==> src/core/asc_pkg.sv <==
// Register map, field positions, timing counts and carrier types of the serial control block.
package asc_pkg;
	// Register byte addresses.
	localparam logic [7:0] ADDR_CTRL1 = 8'h00;
	localparam logic [7:0] ADDR_CTRL2 = 8'h04;
	localparam logic [7:0] ADDR_CTRL3 = 8'h08;
	localparam logic [7:0] ADDR_STAT1 = 8'h0c;
	localparam logic [7:0] ADDR_DATA  = 8'h10;
	// First control register fields.
	localparam int         C1_MODULE_ON  = 6;
	localparam int         C1_NINE_BIT   = 4;
	localparam int         C1_WAKE_ADDR  = 3;
	localparam int         C1_PARITY_EN  = 1;
	localparam int         C1_PARITY_ODD = 0;
	localparam logic [7:0] C1_WMASK      = 8'h5b;
	// Second control register fields.
	localparam int C2_TXBUF_IRQ_EN  = 7;
	localparam int C2_TXDONE_IRQ_EN = 6;
	localparam int C2_RXFULL_IRQ_EN = 5;
	localparam int C2_QUIET_IRQ_EN  = 4;
	localparam int C2_XMIT_ON       = 3;
	localparam int C2_RX_ON         = 2;
	localparam int C2_RX_STANDBY    = 1;
	localparam int C2_BREAK_SEND    = 0;
	// Third control register fields; bits 3:0 enable the error requests of the matching status bits.
	localparam int         C3_RX_NINTH = 7;
	localparam int         C3_TX_NINTH = 6;
	localparam logic [7:0] C3_WMASK    = 8'h4f;
	// First status register fields.
	localparam int S_EMPTY   = 7;
	localparam int S_DONE    = 6;
	localparam int S_FULL    = 5;
	localparam int S_QUIET   = 4;
	localparam int S_OVERRUN = 3;
	localparam int S_NOISE   = 2;
	localparam int S_FRAMING = 1;
	localparam int S_PARITY  = 0;
	// Values after reset.
	localparam logic [7:0] C1_RST = 8'h00;
	localparam logic [7:0] C2_RST = 8'h00;
	localparam logic [7:0] C3_RST = 8'h00;
	localparam logic [7:0] S1_RST = 8'hc0;
	// Bit timing in core clock cycles, and character lengths in bits.
	localparam logic [3:0] BIT_LAST  = 4'hf;
	localparam logic [3:0] HALF_LAST = 4'h7;
	localparam logic [3:0] NOISE_AT  = 4'he;
	localparam logic [3:0] LEN_EIGHT = 4'ha;
	localparam logic [3:0] LEN_NINE  = 4'hb;

	typedef enum logic [2:0] {TX_IDLE, TX_PRE, TX_DATA, TX_BRK, TX_MARK} asc_tx_e;
	typedef enum logic [1:0] {RX_IDLE, RX_START, RX_BITS} asc_rx_e;

	typedef struct packed {
		logic        psel;
		logic        penable;
		logic        pwrite;
		logic [7:0]  paddr;
		logic [31:0] pwdata;
	} asc_apb_req_s;

	typedef struct packed {
		logic        pready;
		logic        pslverr;
		logic [31:0] prdata;
	} asc_apb_rsp_s;

	typedef struct packed {
		logic [7:0]   c1;
		logic [7:0]   c2;
		logic [7:0]   c3;
		logic [7:0]   flags;
		logic [7:0]   txData;
		logic [7:0]   rxData;
		logic         rxNinth;
		logic         emptyArm;
		logic [5:0]   rxArm;
		asc_tx_e      txSt;
		logic [10:0]  txSh;
		logic [3:0]   txBits;
		logic [3:0]   txDiv;
		logic         pendPre;
		logic         brkReq;
		asc_rx_e      rxSt;
		logic [3:0]   rxCnt;
		logic [3:0]   rxBits;
		logic [3:0]   ones;
		logic [8:0]   rxSh;
		logic         rxPrev;
		logic         noiseHit;
		logic         idleArm;
		logic         txd;
		logic         irqTx;
		logic         irqRx;
		logic         irqErr;
		asc_apb_rsp_s rsp;
	} asc_state_s;
endpackage

==> src/core/asc_serial_ctrl.sv <==
// Serial port control, transmitter, receiver and status flags behind an APB slave.
// Operation
// - Empty-buffer request only when its enable set.
// - Done request only when its enable set.
// - Receive-full request only when enable set.
// - Quiet-line request only when enable set.
// - Enabling transmitter sends ten or eleven ones.
// - Disabling transmitter finishes current character first.
// - Off-on during character queues one idle character.
// - Receiver disable keeps all receive flags.
// - Standby suppresses every receiver request.
// - Quiet line or address mark ends standby.
// - Break pulse sends one break, one high.
// - Held break sends breaks back to back.
// - Early break replaces the pending preamble.
// - Nine-bit mode captures ninth bit with data.
// - Eight-bit mode ninth bit copies bit seven.
// - Transmit ninth bit loads with the data.
// - Overrun request only when its enable set.
// - Noise, framing, parity requests separately enabled.
// - Empty flag sets when buffer feeds shifter.
// - Empty clears after status read, data write.
// - Module off sets empty, done, blocks transmit requests.
// - Done flag: empty, shifter idle, nothing queued.
// - Width bit selects eight or nine bits.
`timescale 1ns/1ps
module asc_serial_ctrl
	import asc_pkg::*;
(
	// Clock and reset.
	input  logic         core_clk,
	input  logic         rst,
	// Register bus.
	input  asc_apb_req_s apbReq,
	output asc_apb_rsp_s apbRsp,
	// Serial lines.
	input  logic         rxd,
	output logic         txd,
	// Interrupt requests.
	output logic         irqTx,
	output logic         irqRx,
	output logic         irqErr
);
	asc_state_s s;
	asc_state_s n;
	logic       apbSetup;
	logic       apbAccess;
	logic       nine;
	logic [3:0] charLen;

	// Picks the next character: break, then preamble, then buffered data.
	function automatic asc_state_s txPick(input asc_state_s t, input logic [3:0] len,
		input logic isNine);
		asc_state_s r;
		r = t;
		r.txSt = TX_IDLE;
		r.txSh = 11'h7ff;
		r.txBits = 4'h0;
		if (!t.c2[C2_XMIT_ON]) begin
			r.txSt = TX_IDLE;
		end else if (t.brkReq || t.c2[C2_BREAK_SEND]) begin
			r.txSt = TX_BRK;
			r.txSh = 11'h000;
			r.txBits = len;
			r.brkReq = 1'b0;
			r.pendPre = 1'b0;
		end else if (t.pendPre) begin
			r.txSt = TX_PRE;
			r.txBits = len;
			r.pendPre = 1'b0;
		end else if (!t.flags[S_EMPTY]) begin
			r.txSt = TX_DATA;
			r.txBits = len;
			if (isNine) begin
				r.txSh = {1'b1, t.c3[C3_TX_NINTH], t.txData, 1'b0};
			end else begin
				r.txSh = {2'b11, t.txData, 1'b0};
			end
			r.flags[S_EMPTY] = 1'b1;
		end
		r.txd = r.txSh[0];
		return r;
	endfunction

	// Bus phases and the character width.
	assign apbSetup = apbReq.psel && !apbReq.penable;
	assign apbAccess = apbReq.psel && apbReq.penable && s.rsp.pready;
	assign nine = s.c1[C1_NINE_BIT];
	assign charLen = nine ? LEN_NINE : LEN_EIGHT;

	// Next state: bus effects first, then hardware sets, so a set wins over a clear.
	always_comb begin
		logic [7:0] rd;
		logic [7:0] wv;
		logic [8:0] d9;
		logic       msb;
		logic       hit;
		logic       tick;
		rd = 8'h00;
		wv = apbReq.pwdata[7:0];
		d9 = nine ? s.rxSh : {1'b0, s.rxSh[8:1]};
		msb = nine ? d9[8] : d9[7];
		hit = s.noiseHit || (rxd != s.rxPrev);
		tick = (s.txDiv == BIT_LAST);
		n = s;

		// Answer every access phase in its first cycle; read data is taken at setup.
		n.rsp.pready = apbSetup;
		if (apbSetup) begin
			n.rsp.pslverr = 1'b0;
			if (apbReq.paddr == ADDR_CTRL1) begin
				rd = s.c1;
			end else if (apbReq.paddr == ADDR_CTRL2) begin
				rd = s.c2;
			end else if (apbReq.paddr == ADDR_CTRL3) begin
				rd = {s.rxNinth, s.c3[6:0]};
			end else if (apbReq.paddr == ADDR_STAT1) begin
				rd = s.flags;
			end else if (apbReq.paddr == ADDR_DATA) begin
				rd = s.rxData;
			end else begin
				n.rsp.pslverr = 1'b1;
			end
			n.rsp.prdata = {24'h000000, rd};
		end

		// Register writes and the side effects of reads.
		if (apbAccess && apbReq.pwrite && !s.rsp.pslverr) begin
			if (apbReq.paddr == ADDR_CTRL1) begin
				n.c1 = wv & C1_WMASK;
			end else if (apbReq.paddr == ADDR_CTRL2) begin
				if (!s.c1[C1_MODULE_ON]) begin
					wv[C2_XMIT_ON] = s.c2[C2_XMIT_ON];
					wv[C2_RX_ON] = s.c2[C2_RX_ON];
				end
				if (wv[C2_XMIT_ON] && !s.c2[C2_XMIT_ON]) begin
					n.pendPre = 1'b1;
				end
				if (wv[C2_BREAK_SEND] && !s.c2[C2_BREAK_SEND]) begin
					n.brkReq = 1'b1;
				end
				n.c2 = wv;
			end else if (apbReq.paddr == ADDR_CTRL3) begin
				n.c3 = wv & C3_WMASK;
			end else if (apbReq.paddr == ADDR_DATA) begin
				n.txData = wv;
				if (s.emptyArm) begin
					n.flags[S_EMPTY] = 1'b0;
					n.emptyArm = 1'b0;
				end
			end
		end else if (apbAccess && !s.rsp.pslverr) begin
			if (apbReq.paddr == ADDR_STAT1) begin
				n.emptyArm = s.rsp.prdata[S_EMPTY];
				n.rxArm = s.rsp.prdata[5:0];
			end else if (apbReq.paddr == ADDR_DATA) begin
				n.flags = s.flags & ~{2'b00, s.rxArm};
				n.rxArm = 6'h00;
			end
		end

		// Transmitter, advanced once per bit period.
		n.txDiv = s.c1[C1_MODULE_ON] ? s.txDiv + 4'h1 : 4'h0;
		if (tick) begin
			if (n.txSt == TX_IDLE) begin
				n = txPick(n, charLen, nine);
			end else if (n.txBits > 4'h1) begin
				n.txSh = {1'b1, n.txSh[10:1]};
				n.txBits = n.txBits - 4'h1;
				n.txd = n.txSh[0];
			end else if (n.txSt == TX_BRK && !n.c2[C2_BREAK_SEND]) begin
				n.txSt = TX_MARK;
				n.txSh = 11'h7ff;
				n.txBits = 4'h1;
				n.txd = 1'b1;
			end else begin
				n = txPick(n, charLen, nine);
			end
		end

		// Receiver: start search, half-bit check, then two samples per bit.
		if (!s.c1[C1_MODULE_ON] || !s.c2[C2_RX_ON]) begin
			n.rxSt = RX_IDLE;
			n.rxCnt = 4'h0;
			n.ones = 4'h0;
		end else begin
			n.rxCnt = s.rxCnt + 4'h1;
			case (s.rxSt)
				RX_IDLE: begin
					if (!rxd) begin
						n.rxSt = RX_START;
						n.rxCnt = 4'h0;
						n.ones = 4'h0;
					end else if (s.rxCnt == BIT_LAST) begin
						n.rxCnt = 4'h0;
						if (s.ones != charLen) begin
							n.ones = s.ones + 4'h1;
						end
						if (s.ones == charLen - 4'h1) begin
							if (n.c2[C2_RX_STANDBY] && !s.c1[C1_WAKE_ADDR]) begin
								n.c2[C2_RX_STANDBY] = 1'b0;
							end else if (s.idleArm && !n.c2[C2_RX_STANDBY]) begin
								n.flags[S_QUIET] = 1'b1;
								n.idleArm = 1'b0;
							end
						end
					end
				end
				RX_START: begin
					if (s.rxCnt == HALF_LAST) begin
						n.rxCnt = 4'h0;
						n.rxBits = 4'h0;
						n.noiseHit = 1'b0;
						n.rxSt = rxd ? RX_IDLE : RX_BITS;
					end
				end
				RX_BITS: begin
					if (s.rxCnt == NOISE_AT) begin
						n.rxPrev = rxd;
					end
					if (s.rxCnt == BIT_LAST) begin
						n.rxCnt = 4'h0;
						n.noiseHit = hit;
						if (s.rxBits != charLen - 4'h2) begin
							n.rxSh = {rxd, s.rxSh[8:1]};
							n.rxBits = s.rxBits + 4'h1;
						end else begin
							n.rxSt = RX_IDLE;
							if (n.c2[C2_RX_STANDBY] && s.c1[C1_WAKE_ADDR] && msb) begin
								n.c2[C2_RX_STANDBY] = 1'b0;
							end
							if (!n.c2[C2_RX_STANDBY]) begin
								if (n.flags[S_FULL]) begin
									n.flags[S_OVERRUN] = 1'b1;
								end else begin
									n.rxData = d9[7:0];
									n.rxNinth = msb;
									n.flags[S_FULL] = 1'b1;
									n.idleArm = 1'b1;
									if (!rxd) begin
										n.flags[S_FRAMING] = 1'b1;
									end
									if (hit) begin
										n.flags[S_NOISE] = 1'b1;
									end
									if (s.c1[C1_PARITY_EN] &&
										((nine ? ^d9 : ^d9[7:0]) ^ s.c1[C1_PARITY_ODD])) begin
										n.flags[S_PARITY] = 1'b1;
									end
								end
							end
						end
					end
				end
				default: begin
					n.rxSt = RX_IDLE;
				end
			endcase
		end

		// A disabled module parks the transmitter with both transmit flags set.
		if (!n.c1[C1_MODULE_ON]) begin
			n.txSt = TX_IDLE;
			n.txd = 1'b1;
			n.pendPre = 1'b0;
			n.brkReq = 1'b0;
			n.flags[S_EMPTY] = 1'b1;
		end
		n.flags[S_DONE] = !n.c1[C1_MODULE_ON] || (n.flags[S_EMPTY] && n.txSt == TX_IDLE &&
			!n.pendPre && !n.brkReq && !(n.c2[C2_XMIT_ON] && n.c2[C2_BREAK_SEND]));

		// Requests are registered so each output leaves a flip-flop.
		n.irqTx = n.c1[C1_MODULE_ON] &&
			((n.flags[S_EMPTY] && n.c2[C2_TXBUF_IRQ_EN]) ||
			(n.flags[S_DONE] && n.c2[C2_TXDONE_IRQ_EN]));
		n.irqRx = !n.c2[C2_RX_STANDBY] &&
			((n.flags[S_FULL] && n.c2[C2_RXFULL_IRQ_EN]) ||
			(n.flags[S_QUIET] && n.c2[C2_QUIET_IRQ_EN]));
		n.irqErr = !n.c2[C2_RX_STANDBY] && (|(n.flags[3:0] & n.c3[3:0]));
	end

	// State register; the data buffers are cleared too, which software never relies on.
	always_ff @(posedge core_clk or posedge rst) begin
		if (rst) begin
			s <= '0;
			s.c1 <= C1_RST;
			s.c2 <= C2_RST;
			s.c3 <= C3_RST;
			s.flags <= S1_RST;
			s.txSt <= TX_IDLE;
			s.rxSt <= RX_IDLE;
			s.txd <= 1'b1;
		end else begin
			s <= n;
		end
	end

	// Outputs straight from the state register.
	assign apbRsp = s.rsp;
	assign txd = s.txd;
	assign irqTx = s.irqTx;
	assign irqRx = s.irqRx;
	assign irqErr = s.irqErr;
endmodule

==> config.mk <==
export PLATFORM = sky130hd
export DESIGN_NAME = asc_serial_ctrl
export DESIGN_NICKNAME = d
export VERILOG_FILES = /design/src/core/asc_pkg.sv /design/src/core/asc_serial_ctrl.sv
export SDC_FILE = /design/constraint.sdc
export NUM_CORES = 1
export LEC_CHECK = 0
export BUFFER_PORTS_ARGS = -buffer_cell sky130_fd_sc_hd__buf_4
export CAP_MARGIN = 5
export CELL_PAD_IN_SITES_DETAIL_PLACEMENT = 2
export CELL_PAD_IN_SITES_GLOBAL_PLACEMENT = 2
export CORE_AREA = 2 2 134 136
export DETAILED_ROUTE_END_ITERATION = 8
export DIE_AREA = 0 0 136 138
export PLACE_DENSITY_LB_ADDON = 0.1
export SYNTH_ARGS = -nofsm -noshare
export SYNTH_HDL_FRONTEND = slang
export SYNTH_SLANG_ARGS = --single-unit
export TNS_END_PERCENT = 10
==> constraint.sdc <==
create_clock -name core_clk -period 4.5 [get_ports core_clk]
set_clock_uncertainty 0.1 [all_clocks]
set_input_delay 0.225 -clock core_clk [delete_from_list [all_inputs] [get_ports core_clk]]
set_output_delay 0.225 -clock core_clk [all_outputs]
set_load 0.05 [all_outputs]
==> impl_metrics.toml <==
[status]
status = "finished, final reports clean"

[timing]
rsz0062_at_grt = "false"
setup_viol = 0
slew_violations = 0
clock.fmax_mhz = 334.7
fin_crit_ps = 2988
hold_viol = 0
slew_headroom_pct = 23.95
fin_tns_setup_ps = 0
timing.hold.ws_ps = 25.54
timing.final.crit_share_pct = 66.39
tightestPinTransition_ps = 1132

[global_route]
grt_pass1_wl_um = 29360
grt_usage_pct = 20.29
antenna_found_initial = 0
grt_pass1_vias = 5141
gr-total-overflow = 0
grt_max_degree = 78

[worst_setup_path]
slowest_delay_ps = 700
critPathKind = "reg2reg"
critPathArrivalTime_ps = 3230
path_cells = "nand2_1, nor4_1, nand3_2, o31ai_2, a22oi_1, a21oi_2"
cpMaxStageDelayCell = "nor4_1"
r2r_slack_ps = 1510
crit_fanout = 21
cp-end-kind = "flip-flop"
required_ps = 4740
critPathLaunchType = "flip-flop"

[floorplan]
dieArea_mm2 = 0.01877
num_rows = 49
die_x_um = 136
design.core.area_mm2 = 0.01753
initial_core_util_pct = 34.80
pin_count = 84
die_y_um = 138

[clock_tree]
insertion_delay_ps = 420
cts_made_buffers = 17
clk_pin_slew_ps = 50
postCtsSetupRepairBufs = 0
cts_resized = 0
clockBufferDepth = 2
cts_hold_buf = 6
cts-root-buf = "clkbuf_16"
cts_tree = "done"
cts.sinks = 113
ctsHtreeMaxLevel = 4

[run]
cap_violations = 0

[hold_path]
hp-class = "in2reg"

[cells_and_area]
finalInstanceArea_mm2 = 0.007042
antenna_cells = 0
syn_to_final_growth_pct = 15.40
layout-drive-gt1-share_pct = 19.88
final_nets = 705

[yosys]
ys_async_sr_fraction_pct = 100.0
synth-edff-count = 0
synthFlopType = "dfrtp_1"
yosysSeqAreaShare_pct = 46.40
syn_inst = 627
synth-seq-cells = 113
ys_warn_count = 0
yosys.cell_types.count = 77
syn_area_mm2 = 0.006102
avgSynthCellArea_um2 = 9.732

[drt]
drt_wl_total_um = 18010
via_per_inst = 5.334
initialDrtViolationCount = 249
drtPass1Iterations = 4
drc = 0
wire_per_inst_um = 20.17
vias = 4763
final_antenna_net_count = 0

[power_and_ir_drop]
combPwrFrac_pct = 5.4
vdd_drop_max_mv = 0.2879
cellPowerDensity_mw_per_mm2 = 356.0
leakage_nw = 3.051
switching_share_pct = 23.00
p_switching_uw = 576.7
seq_power_share_pct = 40.7
p_clk_share_pct = 53.8
internal_power_mw = 1.930

[place]
portBuffers = 35
place.gp.congestion = 0.7968
hpwl_um = 12650
place_area_mm2 = 0.006397
==> cells in the final DEF (no fill, tap or decap), types with 7 or more instances in the layout <==
master	count
nor2_1	30
mux2i_1	10
nand2_1	90
conb_1	24
buf_4	42
and2_1	8
xnor2_1	11
nor3_1	18
mux2_2	36
ha_1	7
inv_1	16
clkbuf_16	17
o21ai_0	57
nand3_1	15
a21oi_1	33
dfrtp_1	110
==> through the flow <==
step	power (mW)	setup WS [ps]	util (%)	std cells
final	2.507	1512	40.16	893
after global routing	2.592	1239	40.16	893
after CTS	2.541	1440	40.16	893
after detailed placement	1.173	1444	36.48	856
after global placement	1.171	1496	36.48	856
after floorplan	1.149	1193	-	650
==> per-layer routing <==
metal	up-vias	part of all wire [%]	GRT usage [%]	wire length [µm]
met3	18	3.0	4.034	547
met1	2454	47	27.34	8442
li1	2220	-	-	-
met4	0	1.1	5.866	203
met2	71	49	33.03	8814
met5	-	0	0	0
==> power groups by stage <==
stage                     sequential [mW]  clock (mW)  combinational [mW]
after floorplan                      1.04           0               0.111
after global placement               1.04           0               0.133
after detailed placement             1.04           0               0.134
after CTS                            1.02        1.38               0.139
after global routing                 1.02        1.42               0.148
final                                1.02        1.35               0.137
==> final cells by class <==
| type | count | area, µm² |
|---|---|---|
| Clock buffer | 26 | 509.2 |
| Clock inverter | 5 | 75.07 |
| Fill cell | 1902 | 10490 |
| Inverter | 17 | 66.31 |
| Multi-Input combinational cell | 455 | 2898 |
| Sequential cell | 113 | 2831 |
| Tap cell | 229 | 286.5 |
| Timing Repair Buffer | 48 | 375.4 |
==> registers in the layout, indices dropped and copies added (netlist names) <==
| signal | cells |
|---|---|
| s | 98 |
| irqErr | 1 |
| apbRsp | 10 |
| txd | 1 |
| nine | 1 |
| irqRx | 1 |
| irqTx | 1 |
==> worst paths after layout <==
path / depth (start not counted) / endpoint / start
worst max-delay path: 6 / irqErr / s[130]
worst min-delay path: 2 / s[137] / apbReq[1]
worst max register to register: 6 / irqErr / s[130]
worst min register to register: 1 / s[66] / s[66]
max in group asynchronous: 4 / txd / rst
min in group asynchronous: 3 / s[94] / rst
==> cells by family (layout without fill, tap and decap cells) <==
family / count (synthesis) / count (layout) / synth area share [%]
adders and majority gates: 7 / 7 / 1.435
DFF: 113 / 113 / 46.40
and+or+nand+nor: 215 / 215 / 18.25
other: 1 / 24 / 0.06145
xor gates and xnor gates: 15 / 15 / 2.153
buffers and inverters: 82 / 96 / 7.709
AOI/OAI and AO/OA: 146 / 146 / 15.09
muxes: 48 / 48 / 8.899
==> cell usage after synthesis (4+ instances only) <==
cell,number,area [µm²]
o22ai_1,5,31.28
nor3_1,18,90.09
mux2_2,36,405.4
ha_1,7,87.58
o21ai_1,5,25.02
nor4_1,4,25.02
inv_1,17,63.81
xnor2_1,11,96.34
buf_4,35,262.8
a22o_1,6,52.55
buf_2,7,35.03
o21ai_0,57,285.3
xor2_1,4,35.03
nand2_1,90,337.8
nand3b_1,4,30.03
nand3_1,15,75.07
and2_1,8,50.05
a222oi_1,4,40.04
nor2_1,30,112.6
mux2i_1,10,100.1
clkbuf_1,18,67.56
a21oi_1,33,165.2
nand4_1,6,37.54
nand2b_1,4,25.02
a31oi_1,5,31.28
dfrtp_1,110,2753
==> worst max-delay path, delay by kind of cell (launching register included) <==
| kind | cells | cell delay, ps |
|---|---|---|
| flops | 1 | 500 |
| compound gates | 3 | 680 |
| simple gates | 3 | 1640 |
No activity file was read; power rests on OpenSTA's default activity.
